File: src/design/scwp_cfg.svh
// Constants for the serial configuration write port
`ifndef SCWP_CFG_SVH
`define SCWP_CFG_SVH
`define SCWP_CNT_W 5
`define SCWP_LAST_BIT 5'h1f
`define SCWP_HDR_MSB 31
`define SCWP_HDR_LSB 20
`define SCWP_HEADER 12'h001
`define SCWP_ADDR_MSB 19
`define SCWP_ADDR_LSB 16
`define SCWP_DATA_MSB 15
`define SCWP_ADDR_CFG 4'h1
`define SCWP_ADDR_OFFSET 4'h2
`define SCWP_ADDR_FSR 4'h3
`define SCWP_CFG_RESET 16'hb2ff
`define SCWP_OFFSET_RESET 16'h007f
`define SCWP_FSR_RESET 16'h807f
`define SCWP_BIT_STAB 12
`define SCWP_BIT_PHASE 11
`define SCWP_BIT_DDR_OFF 10
`define SCWP_BIT_AMP 9
`define SCWP_BIT_OE 8
`endif

File: src/design/scwp_pkg.sv
// Types shared by the serial configuration write port
package scwp_pkg;
  typedef logic [15:0] scwp_word_t;
  typedef logic [3:0] scwp_addr_t;
  typedef logic [31:0] scwp_frame_t;
endpackage : scwp_pkg

File: src/design/scwp_sync.sv
// Two-flop synchroniser, one chain per bit
`timescale 1ns/1ps
module scwp_sync #(
  parameter int WIDTH = 1
) (
  input wire logic i_core_clk,
  input wire logic i_rst,
  input wire logic [WIDTH-1:0] i_async,
  output logic [WIDTH-1:0] o_sync
);
  genvar gi;
  generate
    for (gi = 0; gi < WIDTH; gi++)
    begin : g_bit
      logic meta_reg;
      logic sync_reg;
      // First stage feeds only the second
      always_ff @(posedge i_core_clk or posedge i_rst)
      begin
        if (i_rst)
        begin
          meta_reg <= 1'b0;
          sync_reg <= 1'b0;
        end
        else
        begin
          meta_reg <= i_async[gi];
          sync_reg <= meta_reg;
        end
      end
      assign o_sync[gi] = sync_reg;
    end
  endgenerate
endmodule : scwp_sync

File: src/design/scwp_top.sv
// Serial configuration write port: frame decoder and user registers
`timescale 1ns/1ps
`include "scwp_cfg.svh"
// Summary of operation
// - Serial writes are taken only in extended control mode; otherwise pins ignored.
// - Data is sampled on each serial clock rising edge while select is low.
// - No lower limit on serial clock rate; pauses of any length are fine.
// - A frame is exactly 32 bits, MSB first: header, address, value.
// - The first 12 bits must be eleven zeros then a one.
// - A 4-bit address, MSB first, follows the header, then 16 data bits.
// - The next frame may start at the 33rd clock without toggling select.
// - Frames still decode with select held low permanently.
// - Address 1 is configuration, 2 offset, 3 full scale; others reserved.
// - Registers are write-only; data pin is input only.
// - In normal control mode registers have no effect; pins set DDR, amplitude and edge, the rest are fixed.
// - Configuration register resets to b2ff with control bits 12 to 8.
// - DDR clock phase acts only in double data rate mode.
// - Output edge bit picks the data edge in single data rate mode.
// - Stabilizer bit enables duty cycle stabilisation of the sample clock.
module scwp_top (
  input wire logic i_core_clk,
  input wire logic i_rst,
  input wire logic i_ext_ctrl_mode,
  input wire logic i_serial_clk,
  input wire logic i_serial_select_n,
  input wire logic i_serial_data_in,
  input wire logic i_sdr_edge_pin,
  input wire logic i_output_amplitude_pin,
  input wire logic i_ddr_float_pin,
  output logic o_duty_cycle_stabilizer_en,
  output logic o_ddr_clock_phase,
  output logic o_ddr_disable,
  output logic o_output_amplitude_select,
  output logic o_sdr_edge,
  output scwp_pkg::scwp_word_t o_input_offset_adjust,
  output scwp_pkg::scwp_word_t o_full_scale_range_adjust,
  output logic o_write_strobe,
  output logic o_frame_reject
);
  logic s_mode;
  logic s_sclk;
  logic s_sel_n;
  logic s_data;
  logic s_edge_pin;
  logic s_amp_pin;
  logic s_ddr_float;
  logic sclk_d_reg;
  logic sclk_rise;
  logic active;
  logic [`SCWP_CNT_W-1:0] cnt_reg, cnt_next;
  logic [30:0] shift_reg, shift_next;
  scwp_pkg::scwp_frame_t last_word;
  scwp_pkg::scwp_addr_t last_addr;
  logic hdr_ok;
  scwp_pkg::scwp_word_t cfg_reg, cfg_next;
  scwp_pkg::scwp_word_t offset_reg, offset_next;
  scwp_pkg::scwp_word_t fsr_reg, fsr_next;
  logic wr_next, rej_next;
  logic stab_next, phase_next, ddr_off_next, amp_next, oe_next;
  scwp_pkg::scwp_word_t off_out_next, fsr_out_next;

  // All pins cross into the core clock through two flops
  scwp_sync #(.WIDTH(7)) i_scwp_sync (
    .i_core_clk(i_core_clk),
    .i_rst(i_rst),
    .i_async({i_ext_ctrl_mode, i_serial_clk, i_serial_select_n, i_serial_data_in,
              i_sdr_edge_pin, i_output_amplitude_pin, i_ddr_float_pin}),
    .o_sync({s_mode, s_sclk, s_sel_n, s_data, s_edge_pin, s_amp_pin, s_ddr_float})
  );

  // Edge finder and frame field views
  // rising serial clock edge
  assign sclk_rise = s_sclk & ~sclk_d_reg;
  // only extended mode with select low
  assign active = s_mode & ~s_sel_n;
  assign last_word = {shift_reg, s_data};
  assign last_addr = last_word[`SCWP_ADDR_MSB:`SCWP_ADDR_LSB];
  assign hdr_ok = (last_word[`SCWP_HDR_MSB:`SCWP_HDR_LSB] == `SCWP_HEADER);

  // Shifter, bit counter and register writes
  always_comb
  begin
    cnt_next = cnt_reg;
    shift_next = shift_reg;
    cfg_next = cfg_reg;
    offset_next = offset_reg;
    fsr_next = fsr_reg;
    wr_next = 1'b0;
    rej_next = 1'b0;
    if (!active)
    begin
      cnt_next = '0;
    end
    else if (sclk_rise)
    begin
      shift_next = last_word[30:0];
      if (cnt_reg == `SCWP_LAST_BIT)
      begin
        cnt_next = '0;
        if (!hdr_ok)
        begin
          rej_next = 1'b1;
        end
        else
        begin
          // low 16 bits are the value
          case (last_addr)
            `SCWP_ADDR_CFG:
            begin
              cfg_next = last_word[`SCWP_DATA_MSB:0];
              wr_next = 1'b1;
            end
            `SCWP_ADDR_OFFSET:
            begin
              offset_next = last_word[`SCWP_DATA_MSB:0];
              wr_next = 1'b1;
            end
            `SCWP_ADDR_FSR:
            begin
              fsr_next = last_word[`SCWP_DATA_MSB:0];
              wr_next = 1'b1;
            end
            default:
            begin
              rej_next = 1'b1;
            end
          endcase
        end
      end
      else
      begin
        cnt_next = `SCWP_CNT_W'(cnt_reg + 1'b1);
      end
    end
  end

  // Effective controls towards the converter
  always_comb
  begin
    if (s_mode)
    begin
      stab_next = cfg_reg[`SCWP_BIT_STAB];
      ddr_off_next = cfg_reg[`SCWP_BIT_DDR_OFF];
      amp_next = cfg_reg[`SCWP_BIT_AMP];
      oe_next = cfg_reg[`SCWP_BIT_OE];
      phase_next = cfg_reg[`SCWP_BIT_PHASE];
      off_out_next = offset_reg;
      fsr_out_next = fsr_reg;
    end
    else
    begin
      stab_next = 1'b1;
      ddr_off_next = ~s_ddr_float;
      amp_next = s_amp_pin;
      oe_next = s_edge_pin;
      phase_next = 1'b0;
      off_out_next = `SCWP_OFFSET_RESET;
      fsr_out_next = `SCWP_FSR_RESET;
    end
    if (ddr_off_next)
    begin
      phase_next = 1'b0;
    end
  end

  // State and output registers
  always_ff @(posedge i_core_clk or posedge i_rst)
  begin
    if (i_rst)
    begin
      sclk_d_reg <= 1'b0;
      cnt_reg <= '0;
      shift_reg <= '0;
      cfg_reg <= `SCWP_CFG_RESET;
      offset_reg <= `SCWP_OFFSET_RESET;
      fsr_reg <= `SCWP_FSR_RESET;
      o_write_strobe <= 1'b0;
      o_frame_reject <= 1'b0;
      o_duty_cycle_stabilizer_en <= 1'b1;
      o_ddr_clock_phase <= 1'b0;
      o_ddr_disable <= 1'b0;
      o_output_amplitude_select <= 1'b1;
      o_sdr_edge <= 1'b0;
      o_input_offset_adjust <= `SCWP_OFFSET_RESET;
      o_full_scale_range_adjust <= `SCWP_FSR_RESET;
    end
    else
    begin
      sclk_d_reg <= s_sclk;
      cnt_reg <= cnt_next;
      shift_reg <= shift_next;
      cfg_reg <= cfg_next;
      offset_reg <= offset_next;
      fsr_reg <= fsr_next;
      o_write_strobe <= wr_next;
      o_frame_reject <= rej_next;
      o_duty_cycle_stabilizer_en <= stab_next;
      o_ddr_clock_phase <= phase_next;
      o_ddr_disable <= ddr_off_next;
      o_output_amplitude_select <= amp_next;
      o_sdr_edge <= oe_next;
      o_input_offset_adjust <= off_out_next;
      o_full_scale_range_adjust <= fsr_out_next;
    end
  end
endmodule : scwp_top

File: config.mk
export PLATFORM = sky130hd
export DESIGN_NAME = scwp_top
export DESIGN_NICKNAME = d
export VERILOG_FILES = /design/src/design/scwp_pkg.sv /design/src/design/scwp_sync.sv /design/src/design/scwp_top.sv
export VERILOG_INCLUDE_DIRS = /design/src /design/src/design
export SDC_FILE = /design/constraint.sdc
export NUM_CORES = 1
export LEC_CHECK = 0
export BUFFER_PORTS_ARGS = -buffer_cell sky130_fd_sc_hd__buf_2
export CAP_MARGIN = 0
export CORE_ASPECT_RATIO = 0.9
export CORE_MARGIN = 10
export CORE_UTILIZATION = 55
export CTS_CLUSTER_SIZE = 8
export DETAILED_ROUTE_END_ITERATION = 16
export GPL_TIMING_DRIVEN = 0
export MAX_ROUTING_LAYER = met4
export PLACE_DENSITY = 0.75
export SLEW_MARGIN = 15
export SYNTH_ARGS = -nofsm -noshare
export SYNTH_HDL_FRONTEND = slang
export SYNTH_SLANG_ARGS = --single-unit
File: constraint.sdc
create_clock -name i_core_clk -period 4.2 [get_ports i_core_clk]
set_clock_uncertainty 0.1 [all_clocks]
set_input_delay 0.42 -clock i_core_clk [delete_from_list [all_inputs] [get_ports i_core_clk]]
set_output_delay 0.42 -clock i_core_clk [all_outputs]
set_load 0.005 [all_outputs]
## After elaboration in Yosys (flattened, before gate mapping)

Index checks and enable logic that the tools add are counted.

| cells by class | value |
|---|---|
| add/sub/neg operators | 1 |
| equal/unequal tests | 6 |
| muxes and demuxes | 21 |
| bitwise operators | 5 |
| reductions and logical operators | 5 |

Operators by type and width:

| operator | count |
|---|---|
| 2-to-1 mux 16 bit | 2 |
| 2-to-1 mux 1 bit | 16 |
| 2-to-1 mux 5 bit | 3 |
| AND reduction 5 bit | 3 |
| == test 12 x 1 -> 1 bit, second input constant | 1 |
| == test 4 x 2 -> 1 bit, second input constant | 2 |
| adder 5 x 1 -> 5 bit, second input constant | 1 |
| == test 5 bit, second input constant | 1 |
| == test 4 x 1 -> 1 bit, second input constant | 1 |
| inverter 1 bit | 3 |
| OR reduction 3 bit | 1 |
| AND 1 bit | 2 |
| != test 2 bit, second input constant | 1 |
| AND reduction 2 bit | 1 |

| word-level totals | value |
|---|---|
| register bits | 135 |
| bits of input ports | 9 |

## Logic depth before layout (Yosys ltp)

| depth | value |
|---|---|
| word-level depth | 7 |
| gate-level depth with buffers | 7 |
| gate-level depth less buffers | 6 |

## By module

Synthesis repeated with hierarchy kept, for this count alone.

| second synthesis, totals | value |
|---|---|
| cells, all modules | 353 |
| area total of the unflattened synthesis | 4722.0 um^2 |

Modules (own cells, without submodules):

| module | instances | cells an instance | area an instance (um^2) | seq. area each (um^2) |
|---|---|---|---|---|
| scwp_top | 1 | 331 | 4315.4 | 2870.3 |
| scwp_sync | 1 | 22 | 406.6 | 350.3 |

## Worst setup path after synthesis

No wires, ideal clock.

| timing | value |
|---|---|
| path type | register -> register |
| from | register cnt_reg[0] |
| to | register offset_reg[7] |
| setup time | 125 ps |
| data arrival time | 2023 ps |
| required time | 3975 ps |
| slack | 1952 ps |
| stages on the path, launching flop included | 8 |
| buffers on the path | 1 |
| path through | dfrtp_1 > ha_1 > and3_1 > ha_1 > nand4_4 > nor4b_4 > buf_8 > mux2_4 |

| between the ends | value |
|---|---|
| cells in the longest elaborated chain, start to end | 2 |

RTL lines:

| item | line | text |
|---|---|---|
| from (decl) | scwp_top.sv:50 | `` logic [`SCWP_CNT_W-1:0] cnt_reg, cnt_next; `` |
| from (signal assigned) | scwp_top.sv:190 | `cnt_reg <= cnt_next;` |
| == test 5 bit (no source line) | - |  |
| AND reduction 5 bit (no source line) | - |  |
| to (signal assigned) | scwp_top.sv:175 | `` offset_reg <= `SCWP_OFFSET_RESET; `` |
| to (signal assigned) | scwp_top.sv:193 | `offset_reg <= offset_next;` |
| to (decl) | scwp_top.sv:56 | `scwp_pkg::scwp_word_t offset_reg, offset_next;` |

Every way passes these cells.
A chain may end at the register's enable or synchronous reset.

## Final worst setup path

| timing | value |
|---|---|
| from | register cnt_reg[0] |
| to | register offset_reg[9] |

Same word-level chain as after synthesis.

==> out/summary.txt <==
Hold_sp -> i_scwp_sync.g_bit[1].meta_reg
Gate Count Post-Synth -> 345
Max-slew headroom -> 55.5%
Seq/Total Area, Yosys -> 69.0%
Max-cap violation count -> 0
Worst r2r src -> cnt_reg[0]
Synthesized flop and latch total -> 127
Power Dens Cells -> 489 nW/um2
Routed length per placed instance -> 15.7 um
Reg-to-reg setup timing slack -> 1.61 ns
Post-route clock period utilization -> 61.8%
Clock share of power -> 51.8%
Initial antenna violation count -> 0
Max reg flops -> 31
Placed cell area -> 5060 um2
Die Width -> 117 um
Core box area -> 8150 um2
Vias -> 2704
Pleak -> 2.87 nW
Post-layout instance area -> 5760 um2
EDFF count, synth -> 0
Required time of the critical path -> 4.50 ns
Top sig layer -> met4
Critical Path Start Type -> flop
Ports -> 48
Post-DRT Antenna Nets -> 0
DR vias/cell -> 5.08
Worst reg2reg path depth -> 7
Leading area contributor after synthesis -> dfrtp_1
Worst Tran Pin Value -> 0.664 ns
Ys Warns -> 0
Met3 wire len -> 429 um
Ant diodes -> 0
Layout cells sized above 1 -> 37.6%
Clock Tree Root -> clkbuf_8
Crit end category -> flop
# fillers -> 575
Largest cells by area after synthesis -> dfrtp_1, dfstp_2, nand2_1
PostCTS Resize Cnt -> 0
Worst-Skew Late Latency -> 0.51 ns
Area Overhead vs Synth -> 23.5%
# rows -> 31
Routability Congestion -> 0.782
Crit path launch -> cnt_reg[0]
CTS Buffer Depth -> 2
# nets final -> 431
Reg-to-reg endpoint -> offset_reg[9]
Max Fanout on Critical Path -> 10
Vias in the first global route -> 2901
Most frequent cells in the layout -> dfrtp_1, nand2_1, buf_2
Commonest non-fill, non-tap cell in the layout -> dfrtp_1
RSZ-0062 raised after global routing -> false
H-tree depth -> 4
Fin. max-slew vios -> 0
Final setup fails -> 0
Hpwl dp -> 5.18 mm
Count of different cell masters after synthesis -> 31
Initial Util -> 57.3%
Switching Fraction -> 20.6%
DRT Pass-1 Iters -> 4
Post-route setup slack -> 1.61 ns
Die Area -> 12600 um2
Pin count of the biggest net entering global routing -> 75
Peak supply drop -> 0.286 mV
Residual DRC -> 0
Met2 WL post-DR -> 4.14 mm
Switching power -> 0.580 mW
Height of the die -> 107 um
First-pass GRT wire length -> 14.3 mm
Dpl ws -> 1.63 ns
Mean area per synthesized cell -> 13.5 um2
Fmax -> 386 MHz
Combinational Power Share -> 2.8%
M1 WL -> 3.64 mm
Status -> finished clean
Cell Int Power -> 2.24 mW
GRT Overall Usage -> 15.2%
Worst path arrival time -> 2.89 ns
TritonCTS clock tree -> done
Post-Syn Area -> 4670 um2
WS Path Type -> flop to flop
Post-synthesis async set-or-reset flop share -> 100%
Hold WC Path Type -> flop to flop
Initial drt markers -> 119
CTS sink cnt -> 127
Post-Route WL -> 8.33 mm
Post-synth top area share -> 49.9%
Port Buffers -> 47
Post-layout min period -> 2.59 ns
Fin util -> 70.7%
Fin. Hold Viols -> 0
Commonest register cell after synthesis -> dfrtp_1
Cts bufs inserted -> 17
Syn Nets -> 356
Reg clk slew, reported paths -> 0.06 ns
Seq pwr share -> 45.4%
Worst setup endpoint -> offset_reg[9]
GRT overflow -> 0
## repair_timing
action	4_1_cts	5_1_grt
setup endpoints to repair	0	0
hold buffers	8	0
buffers inserted	0	0
hold endpoints to repair	40	0
## cell type report
type                            count  area, um2  share of cell area [%]
Tap cell                           99        124                    2.15
Multi-Input combinational cell    201       1360                    23.7
Timing Repair Buffer               56        343                    5.95
Inverter                            3       16.3                   0.282
Clock inverter                      4       32.5                   0.565
Buffer                             14       71.3                    1.24
Clock buffer                       28        591                    10.3
Sequential cell                   127       3220                    55.9
## synth_stat cells (all sizes together), types with 2 or more instances
cell type / number
and2: 17
buf: 3
nand4: 2
nor3b: 2
nor3: 3
inv: 3
nor4: 3
nor2: 4
and3: 2
o21ai: 6
dfrtp: 93
nand2: 93
dfstp: 34
nand2b: 18
mux2: 39
a22o: 2
nor4b: 2
clkbuf: 11
ha: 2
## power groups by stage
stage | sequential [mW] | clock [mW] | combinational [mW]
2_1_floorplan | 1.29 | 0 | 0.0429
5_1_grt | 1.28 | 1.54 | 0.0916
4_1_cts | 1.28 | 1.49 | 0.0829
3_3_place_gp | 1.30 | 0 | 0.0697
6_report | 1.28 | 1.46 | 0.0795
3_5_place_dp | 1.30 | 0 | 0.0755
## critical path: stages, from the launching register on
cell and delay (ns):
dfrtp_1 0.38, ha_1 0.20, and3_1 0.16, ha_1 0.28
nand4_4 0.18, nor4b_4 0.62, buf_8 0.25, mux2_4 0.31
## per-layer routing
metal	GRT usage [%]	vias up
met5	-	-
met4	6.08	0
met3	5.07	11
met2	22.9	61
met1	18.5	1348
li1	-	1284
## worst min path at each step
stage | to | slack (ns) | cells past startpoint
final | i_scwp_sync.g_bit[1].sync_reg | 0.25 | 0
after detailed placement | i_scwp_sync.g_bit[6].sync_reg | 0.24 | 0
after floorplan | i_scwp_sync.g_bit[0].sync_reg | 0.23 | 0
after global routing | i_scwp_sync.g_bit[2].sync_reg | 0.25 | 0
after CTS | i_scwp_sync.g_bit[6].sync_reg | 0.25 | 0
after global placement | i_scwp_sync.g_bit[1].sync_reg | 0.23 | 0
## kinds of logic (layout without fill, tap and decap cells)
family,Yosys count,count (layout),share of synthesized area [%]
simple gates,150,150,17.1
flops,127,127,69.0
mux,40,40,10.4
buf+inv,17,105,1.77
compound gates,9,9,1.18
fa+ha+maj,2,2,0.536
## through the flow
| stage | total power, mW | hold WS [ns] | TNS (ns) | std cells |
|---|---|---|---|---|
| after global routing | 2.91 | 0.250 | 0 | 532 |
| after CTS | 2.85 | 0.249 | 0 | 532 |
| final | 2.82 | 0.247 | 0 | 532 |
| after global placement | 1.37 | 0.232 | -71.27 | 491 |
| after floorplan | 1.34 | 0.231 | 0 | 345 |
| after detailed placement | 1.37 | 0.236 | 0 | 492 |
No activity file was read; power rests on OpenSTA's default activity.
